## config.mk

```make
export PLATFORM = sky130hd
export DESIGN_NAME = cmb_mailbox
export DESIGN_NICKNAME = d
export VERILOG_FILES = /design/src/cmb_fifo.v /design/src/cmb_mailbox.v
export VERILOG_INCLUDE_DIRS = /design/src
export SDC_FILE = /design/constraint.sdc
export NUM_CORES = 2
export LEC_CHECK = 0
export BUFFER_PORTS_ARGS = -buffer_cell sky130_fd_sc_hd__clkbuf_2
export CAP_MARGIN = 30
export CORE_MARGIN = 4
export CORE_UTILIZATION = 30
export CTS_BUF_LIST = sky130_fd_sc_hd__clkbuf_4 sky130_fd_sc_hd__clkbuf_8
export DETAILED_ROUTE_END_ITERATION = 10
export SLEW_MARGIN = 20
export SYNTH_ARGS = -nofsm -noshare
export SYNTH_HDL_FRONTEND = slang
export SYNTH_SLANG_ARGS = --single-unit
```

## constraint.sdc

```tcl
create_clock -name mclk -period 24.1 [get_ports mclk]
set_clock_uncertainty 0.05 [all_clocks]
set_input_delay 2.41 -clock mclk [delete_from_list [all_inputs] [get_ports mclk]]
set_output_delay 2.41 -clock mclk [all_outputs]
set_load 0.02 [all_outputs]
```

## src/cmb_consts.vh

```
`ifndef CMB_CONSTS_VH
`define CMB_CONSTS_VH
// mailbox object types
`define CMB_MOT_DIS 3'h0
`define CMB_MOT_RX 3'h1
`define CMB_MOT_RXOVR 3'h2
`define CMB_MOT_TX 3'h3
`define CMB_MOT_CONS 3'h4
`define CMB_MOT_PROD 3'h5
// mode register field positions
`define CMB_MODE_MOT_LO 16
`define CMB_MODE_MOT_HI 18
`define CMB_MODE_PRI_LO 8
`define CMB_MODE_PRI_HI 11
`define CMB_MODE_TRIG_LO 0
`define CMB_MODE_TRIG_HI 7
// id register: bit 29 selects extended format
`define CMB_ID_EXT_BIT 29
`define CMB_STD_LO 18
`define CMB_ID_RST 32'h0000_0000
`define CMB_MASK_RST 32'h0000_0000
`define CMB_MODE_RST 32'h0000_0000
`define CMB_DATA_RST 64'h0000_0000_0000_0000
`endif

```

## src/cmb_fifo.v

```verilog
`timescale 1ns/1ps
module cmb_fifo #(
  parameter WIDTH = 8,
  parameter DEPTH = 16,
  parameter AW = 4
) (
  input wire mclk,
  input wire srst,
  input wire [WIDTH-1:0] in_data,
  input wire in_valid,
  output wire in_ready,
  output wire [WIDTH-1:0] out_data,
  output wire out_valid,
  input wire out_ready
);
  reg [WIDTH-1:0] mem_q [0:DEPTH-1];
  reg [AW-1:0] wp_q;
  reg [AW-1:0] rp_q;
  reg [AW:0] cnt_q;
  wire push;
  wire pop;
  assign in_ready = (cnt_q != DEPTH[AW:0]);
  assign out_valid = (cnt_q != {(AW+1){1'b0}});
  assign out_data = mem_q[rp_q];
  assign push = in_valid && in_ready;
  assign pop = out_valid && out_ready;
  always @(posedge mclk)
  begin
    if (srst)
    begin
      wp_q <= {AW{1'b0}};
      rp_q <= {AW{1'b0}};
      cnt_q <= {(AW+1){1'b0}};
    end
    else
    begin
      if (push)
      begin
        mem_q[wp_q] <= in_data;
        wp_q <= (wp_q == DEPTH[AW-1:0] - 1'b1) ? {AW{1'b0}} : wp_q + 1'b1;
      end
      if (pop)
        rp_q <= (rp_q == DEPTH[AW-1:0] - 1'b1) ? {AW{1'b0}} : rp_q + 1'b1;
      if (push && !pop)
        cnt_q <= cnt_q + 1'b1;
      else if (pop && !push)
        cnt_q <= cnt_q - 1'b1;
    end
  end
endmodule

```

## src/cmb_mailbox.v

```verilog
`timescale 1ns/1ps
`include "cmb_consts.vh"
module cmb_mailbox #(
  parameter NMB = 8,
  parameter MBW = 3,
  parameter FIFO_DEPTH = 16,
  parameter FIFO_AW = 4
) (
  input wire mclk,
  input wire srst,
  // software side: one mailbox written per cycle
  input wire cfg_we,
  input wire [MBW-1:0] cfg_idx,
  input wire [31:0] cfg_mode,
  input wire [31:0] cfg_id,
  input wire [31:0] cfg_mask,
  input wire [63:0] cfg_data,
  input wire [3:0] cfg_len,
  input wire [NMB-1:0] xfer_req,
  input wire time_trig_mode,
  input wire [15:0] timer_val,
  // received frames from the protocol engine
  input wire rx_valid,
  output reg rx_ready,
  input wire [28:0] rx_id,
  input wire rx_ext,
  input wire rx_rtr,
  input wire [3:0] rx_len,
  input wire [63:0] rx_data,
  // transmit requests to the protocol engine
  output reg tx_valid,
  input wire tx_ready,
  output reg [28:0] tx_id,
  output reg tx_ext,
  output reg tx_rtr,
  output reg [3:0] tx_len,
  output reg [63:0] tx_data,
  output reg [MBW-1:0] tx_mb,
  input wire tx_done,
  input wire tx_abort,
  // status readback
  input wire [MBW-1:0] rd_idx,
  output reg [31:0] rd_id,
  output reg [31:0] rd_family,
  output reg [63:0] rd_data,
  output reg [3:0] rd_len,
  output reg [NMB-1:0] mb_ready,
  output reg [NMB-1:0] tx_ok,
  output reg [NMB-1:0] tx_aborted
);
  localparam FW = 29 + 1 + 1 + 4 + 64;
  // ****************************************
  // receive frame buffer
  // ****************************************
  wire [FW-1:0] fq_data;
  wire fq_valid;
  wire fq_in_ready;
  reg fq_pop;
  // the buffer absorbs bursts while the match stage is busy storing
  cmb_fifo #(
    .WIDTH(FW),
    .DEPTH(FIFO_DEPTH),
    .AW(FIFO_AW)
  ) u_fifo (
    .mclk(mclk),
    .srst(srst),
    .in_data({rx_id, rx_ext, rx_rtr, rx_len, rx_data}),
    // only a frame offered while ready is high enters
    .in_valid(rx_valid && rx_ready),
    .in_ready(fq_in_ready),
    .out_data(fq_data),
    .out_valid(fq_valid),
    .out_ready(fq_pop)
  );
  wire [28:0] f_id = fq_data[FW-1:FW-29];
  wire f_ext = fq_data[69];
  wire f_rtr = fq_data[68];
  wire [3:0] f_len = fq_data[67:64];
  wire [63:0] f_dat = fq_data[63:0];
  // standard ids move up to the mailbox layout before any compare or store
  wire [28:0] f_aid = f_ext ? f_id : {f_id[10:0], 18'h0};
  // ****************************************
  // mailbox storage
  // ****************************************
  reg [31:0] mode_q [0:NMB-1];
  reg [31:0] id_q [0:NMB-1];
  reg [31:0] mask_q [0:NMB-1];
  reg [31:0] fam_q [0:NMB-1];
  reg [63:0] data_q [0:NMB-1];
  reg [3:0] len_q [0:NMB-1];
  reg [NMB-1:0] locked_q;
  reg [NMB-1:0] pend_q;
  reg [NMB-1:0] rtrpend_q;
  reg busy_q;
  reg [MBW-1:0] cur_q;
  // ****************************************
  // acceptance
  // ****************************************
  reg [NMB-1:0] hit;
  reg [NMB-1:0] prod_hit;
  reg [2:0] mailbox_object_type;
  reg [28:0] fid;
  reg [28:0] mid;
  reg [28:0] mmask;
  integer i;
  always @*
  begin
    hit = {NMB{1'b0}};
    prod_hit = {NMB{1'b0}};
    mailbox_object_type = 3'h0;
    fid = 29'h0;
    mid = 29'h0;
    mmask = 29'h0;
    for (i = 0; i < NMB; i = i + 1)
    begin
      mailbox_object_type = mode_q[i][`CMB_MODE_MOT_HI:`CMB_MODE_MOT_LO];
      // standard ids sit in the upper eleven bits of the field
      fid = f_aid;
      mid = id_q[i][28:0];
      mmask = mask_q[i][28:0];
      if ((id_q[i][`CMB_ID_EXT_BIT] == f_ext) &&
          ((fid & mmask) == (mid & mmask)))
      begin
        // duplicates just all match; priority encoder resolves them
        if (!f_rtr && !locked_q[i] &&
            ((mailbox_object_type == `CMB_MOT_RX) || (mailbox_object_type == `CMB_MOT_RXOVR) ||
             ((mailbox_object_type == `CMB_MOT_CONS) && rtrpend_q[i])))
          hit[i] = 1'b1;
        // remote frames never store; they only arm producers
        if (f_rtr && (mailbox_object_type == `CMB_MOT_PROD))
          prod_hit[i] = 1'b1;
      end
    end
  end
  reg hit_any;
  reg [MBW-1:0] hit_idx;
  integer k;
  always @*
  begin
    hit_any = 1'b0;
    hit_idx = {MBW{1'b0}};
    for (k = NMB - 1; k >= 0; k = k - 1)
      if (hit[k])
      begin
        hit_any = 1'b1;
        hit_idx = k[MBW-1:0];
      end
  end
  // pack bits the mask leaves out, right justified
  function [31:0] pack_family;
    input [28:0] idv;
    input [28:0] mk;
    integer j;
    reg [31:0] acc;
    begin
      acc = 32'h0000_0000;
      for (j = 28; j >= 0; j = j - 1)
        if (!mk[j])
          acc = {acc[30:0], idv[j]};
      pack_family = acc;
    end
  endfunction
  // ****************************************
  // transmit arbitration
  // ****************************************
  reg [NMB-1:0] eligible;
  reg tx_any;
  reg [MBW-1:0] tx_sel;
  reg [3:0] best_pri;
  integer t;
  always @*
  begin
    eligible = pend_q;
    tx_any = 1'b0;
    tx_sel = {MBW{1'b0}};
    best_pri = 4'hf;
    for (t = 0; t < NMB; t = t + 1)
    begin
      // time triggered: wait for the low timer byte to equal the trigger
      if (time_trig_mode && !rtrpend_q[t] &&
          (timer_val[7:0] != mode_q[t][`CMB_MODE_TRIG_HI:`CMB_MODE_TRIG_LO]))
        eligible[t] = 1'b0;
      // lower value is higher priority; strict compare keeps lowest index
      if (eligible[t] && (!tx_any ||
          mode_q[t][`CMB_MODE_PRI_HI:`CMB_MODE_PRI_LO] < best_pri))
      begin
        tx_any = 1'b1;
        tx_sel = t[MBW-1:0];
        best_pri = mode_q[t][`CMB_MODE_PRI_HI:`CMB_MODE_PRI_LO];
      end
    end
  end
  // ****************************************
  // sequential update
  // ****************************************
  integer m;
  always @(posedge mclk)
  begin
    if (srst)
    begin
      for (m = 0; m < NMB; m = m + 1)
      begin
        mode_q[m] <= `CMB_MODE_RST;
        id_q[m] <= `CMB_ID_RST;
        mask_q[m] <= `CMB_MASK_RST;
        fam_q[m] <= 32'h0000_0000;
        data_q[m] <= `CMB_DATA_RST;
        len_q[m] <= 4'h0;
      end
      locked_q <= {NMB{1'b0}};
      pend_q <= {NMB{1'b0}};
      rtrpend_q <= {NMB{1'b0}};
      busy_q <= 1'b0;
      cur_q <= {MBW{1'b0}};
      tx_valid <= 1'b0;
      tx_id <= 29'h0;
      tx_ext <= 1'b0;
      tx_rtr <= 1'b0;
      tx_len <= 4'h0;
      tx_data <= 64'h0000_0000_0000_0000;
      tx_mb <= {MBW{1'b0}};
      tx_ok <= {NMB{1'b0}};
      tx_aborted <= {NMB{1'b0}};
      rx_ready <= 1'b0;
      fq_pop <= 1'b0;
    end
    else
    begin
      // ready drops for a cycle after each take,
      // so a high ready always has room behind it
      rx_ready <= fq_in_ready && !(rx_valid && rx_ready);
      fq_pop <= 1'b0;
      // transfer requests: unlock and arm; a same-cycle clear by cfg_we or by completion wins over the set
      for (m = 0; m < NMB; m = m + 1)
        if (xfer_req[m])
        begin
          locked_q[m] <= 1'b0;
          if ((mode_q[m][`CMB_MODE_MOT_HI:`CMB_MODE_MOT_LO] == `CMB_MOT_TX) ||
              (mode_q[m][`CMB_MODE_MOT_HI:`CMB_MODE_MOT_LO] == `CMB_MOT_CONS))
            pend_q[m] <= 1'b1;
          tx_ok[m] <= 1'b0;
          tx_aborted[m] <= 1'b0;
        end
      if (cfg_we)
      begin
        mode_q[cfg_idx] <= cfg_mode;
        id_q[cfg_idx] <= cfg_id;
        mask_q[cfg_idx] <= cfg_mask;
        data_q[cfg_idx] <= cfg_data;
        len_q[cfg_idx] <= cfg_len;
        locked_q[cfg_idx] <= 1'b0;
        pend_q[cfg_idx] <= 1'b0;
        rtrpend_q[cfg_idx] <= 1'b0;
      end
      // one frame per two cycles: pop pulse lands before next look
      if (fq_valid && !fq_pop && !cfg_we)
      begin
        fq_pop <= 1'b1;
        if (hit_any)
        begin
          // stored id keeps the mailbox layout so the next compare still lines up
          id_q[hit_idx] <= {2'b00, f_ext, f_aid};
          fam_q[hit_idx] <= pack_family(f_aid, mask_q[hit_idx][28:0]);
          data_q[hit_idx] <= f_dat;
          len_q[hit_idx] <= f_len;
          rtrpend_q[hit_idx] <= 1'b0;
          if (mode_q[hit_idx][`CMB_MODE_MOT_HI:`CMB_MODE_MOT_LO] != `CMB_MOT_RXOVR)
            locked_q[hit_idx] <= 1'b1;
        end
        for (m = 0; m < NMB; m = m + 1)
          if (prod_hit[m])
            pend_q[m] <= 1'b1;
      end
      // transmit launch and completion
      if (!busy_q && !tx_valid && tx_any && !cfg_we)
      begin
        tx_valid <= 1'b1;
        tx_mb <= tx_sel;
        tx_id <= id_q[tx_sel][28:0];
        tx_ext <= id_q[tx_sel][`CMB_ID_EXT_BIT];
        tx_rtr <= (mode_q[tx_sel][`CMB_MODE_MOT_HI:`CMB_MODE_MOT_LO] == `CMB_MOT_CONS);
        tx_len <= len_q[tx_sel];
        tx_data <= data_q[tx_sel];
        busy_q <= 1'b1;
        cur_q <= tx_sel;
      end
      else if (tx_valid && tx_ready)
        tx_valid <= 1'b0;
      if (busy_q && !tx_valid && (tx_done || tx_abort))
      begin
        busy_q <= 1'b0;
        pend_q[cur_q] <= 1'b0;
        tx_ok[cur_q] <= tx_done;
        tx_aborted[cur_q] <= tx_abort && !tx_done;
        if (tx_done && tx_rtr)
          rtrpend_q[cur_q] <= 1'b1;
      end
    end
  end
  // ****************************************
  // readback
  // ****************************************
  always @(posedge mclk)
  begin
    if (srst)
    begin
      rd_id <= 32'h0000_0000;
      rd_family <= 32'h0000_0000;
      rd_data <= 64'h0000_0000_0000_0000;
      rd_len <= 4'h0;
      mb_ready <= {NMB{1'b0}};
    end
    else
    begin
      // readback trails rd_idx by one cycle
      rd_id <= id_q[rd_idx];
      rd_family <= fam_q[rd_idx];
      rd_data <= data_q[rd_idx];
      rd_len <= len_q[rd_idx];
      mb_ready <= locked_q;
    end
  end
endmodule

```

==> impl_metrics.toml <==
[run_status]
outcome = "finished clean"

[min_path]
worstHoldStart = "rx_ready"
hold_class = "reg -> reg"

[logic_synthesis]
ys_warn_count = 0
yosysSeqAreaShare = 0.635
yosysTopAreaCellShare = 0.595
yosys.cell_count.top_type = "edfxtp_1"
synth.distinct_cells = 136
netlist_area_mm2 = 0.150
avgSynthCellArea_um2 = 14.4
ys_ff_latch = 3268
syn_inst = 10400
synthTopCellsByCount = "edfxtp_1 (2968), nor2_1 (1516), mux4_2 (706), clkbuf_1 (548), and2_1 (423)"
synthArstFlopShare = 0
yosys.area.top_type = "edfxtp_1"
ys.flop_type = "edfxtp_1"
synthTopCellsByArea = "edfxtp_1 (59%), mux4_2 (11%), dfxtp_1 (4.0%)"
synth_enable_flop_cells = 2968

[power]
swShare = 0.295
vdd.ir_drop.worst_uv = 52.9
leakagePower_nw = 58.5
intPower_w = 0.00991
clkPwrFrac = 0.367
pwr-share-seq = 0.461
power_w = 0.0140
switchingPower_w = 0.00414
power_density_mw_per_mm2 = 81.5
p_comb_frac = 0.172

[worst_setup_path]
crit_fanout = 41
crit_path_end_kind = "flop"
start_kind = "flop"
critPathMostFrequentCell = "buf_4"
required_ns = 24.94
cp.arrival_ns = 17.07
criticalPathCategory = "reg -> reg"
crit_slowest_cell = "buf_4"
max_stage_delay_ns = 0.80

[sta]
slew_headroom = 0.221
rsz0062_at_grt = "false"
hold_slack_ns = 0.440
final-setup-viol-count = 0
fmax_mhz = 61.6
fin_crit_sh = 0.673
tns_ns = 0
fin_crit_ns = 16.23
drv_slew = 0
worst_slew_pin_slew_ns = 1.17
hold_viol = 0

[global_routing]
grt-ovfl-total = 0
grt.total_usage = 0.210
grt_antenna_before_repair = 117
grt_max_degree = 137
grt_pass1_wl_mm = 769
first_global_vias = 98600

[detailed_routing]
via_count = 102000
wl_mm = 555
wire_per_inst_um = 30.4
drc = 0
via_per_inst = 5.58
dr.first_iter.drc_count = 13600
ant_nets = 0
drt_first_pass_iters = 6

[die]
die_h_um = 715
dieWidth_um = 715
fp-row-count = 259
fp.dieArea_mm2 = 0.511
coreArea_mm2 = 0.497
boundaryPins = 561
start_util = 0.301

[cts]
cts_tree = "done"
htree_levels = 6
cts_buffers = 563
cts_resized = 0
cts_max_path_buffers = 4
cts_sinks = 3268
clkLatencyLatePin_ns = 1.23
clk_pin_slew_ns = 0.06
postCtsHoldBufs = 0
ctsRootBufferMaster = "clkbuf_8"
post_cts_buffers = 0

[placement]
place_congestion = 1.01
io_buffers = 529
dp.cells = 17200
dp_hpwl_mm = 364

[cells_and_area]
drive_above_1_share = 0.238
nNetsFinal = 11400
layout-area-overhead-vs-synth_pct = 15.1
n_fill_cell = 48000
final_cells = 18300

[run]
cap_viol_max_count = 0
## metal layers
metal | vias up | GRT usage | wire, um
met4 | 64 | 0.119 | 35600
met2 | 5899 | 0.324 | 250000
met5 | - | 0 | 436
met3 | 1287 | 0.0500 | 56000
li1 | 42700 | - | -
met1 | 52000 | 0.270 | 213000
## critical path: cells and delay by family, from the launching register on
| family | cells | cell delay, ns |
|---|---|---|
| compound gates | 18 | 6.84 |
| simple gates | 11 | 3.74 |
| flops | 1 | 0.68 |
| xor+xnor | 1 | 0.35 |
| buf+inv | 5 | 3.07 |
| mux | 3 | 0.97 |
## area by class of cell
class / count / area (um^2) / share of cell area
timing repair buffer: 827 / 5260 / 0.0305
multi-input combinational: 6374 / 52000 / 0.301
tap: 6655 / 8330 / 0.0483
inverter: 68 / 258 / 0.00149
clock buffer: 786 / 9650 / 0.0560
antenna: 59 / 148 / 0.000856
clock inverter: 220 / 1670 / 0.00971
sequential: 3268 / 95100 / 0.552
## flip-flops by register name (all words and copies together), names as in the netlist, 29 cells and up, named ones only
signal,cells
id_q,256
tx_data,64
u_fifo.mem_q,1584
rd_family,29
rd_id,32
fam_q,232
len_q,32
data_q,512
tx_id,29
mode_q,120
rd_data,64
mask_q,232
## kinds of logic (layout without fill, tap and decap cells)
logic type,count (synthesis),in the layout,share of synthesized area
AOI/OAI and AO/OA,1811,1811,0.0908
xor gates and xnor gates,247,247,0.0144
adders and majority gates,23,23,0.00192
buffers and inverters,785,1901,0.0216
DFF,3268,3268,0.635
muxes,1131,1131,0.135
other,1,62,0.0000250
and+or+nand+nor,3159,3159,0.101
## path summary, 6_finish.rpt
path | end | slack, ns | depth (start not counted)
max | fam_q[4][8] | 7.87 | 38
min | rx_ready | 0.44 | 1
max reg2reg | fam_q[4][8] | 7.87 | 38
min reg2reg | rx_ready | 0.44 | 1
## placed cells by master (no fill, tap or decap), types with 80 or more instances in the layout
cell type and instances:
xor2_1 121, and2_1 406, clkinv_1 97, nor3_1 156, nand4_1 85, clkbuf_4 193, o221ai_1 212, a21oi_1 213
o21ai_0 141, o22ai_1 255, clkbuf_8 600, xnor2_1 126, a22oi_1 111, clkbuf_2 525, nor2_1 1504, nand2_1 368
edfxtp_1 2968, mux4_2 706, a211oi_1 179, buf_4 256, nand3_1 114, dfxtp_1 296, o22a_1 107, nand2b_1 80
mux2i_1 376
## power groups by stage
stage / logic [W] / registers (W) / clock network, W
floorplan: 0.00143 / 0.00658 / 0
global placement: 0.00234 / 0.00659 / 0
detailed placement: 0.00236 / 0.00660 / 0
CTS: 0.00237 / 0.00648 / 0.00524
global route: 0.00253 / 0.00649 / 0.00551
finish: 0.00242 / 0.00648 / 0.00515
## per-stage QoR
step	instance area, um^2	util	setup WS, ns
after floorplan	150000	-	10.68
after global placement	160000	0.322	7.59
after detailed placement	161000	0.323	7.53
after CTS	172000	0.346	7.50
final	172000	0.347	7.87
after global routing	172000	0.346	6.94
(Power assumes the default switching activity.)
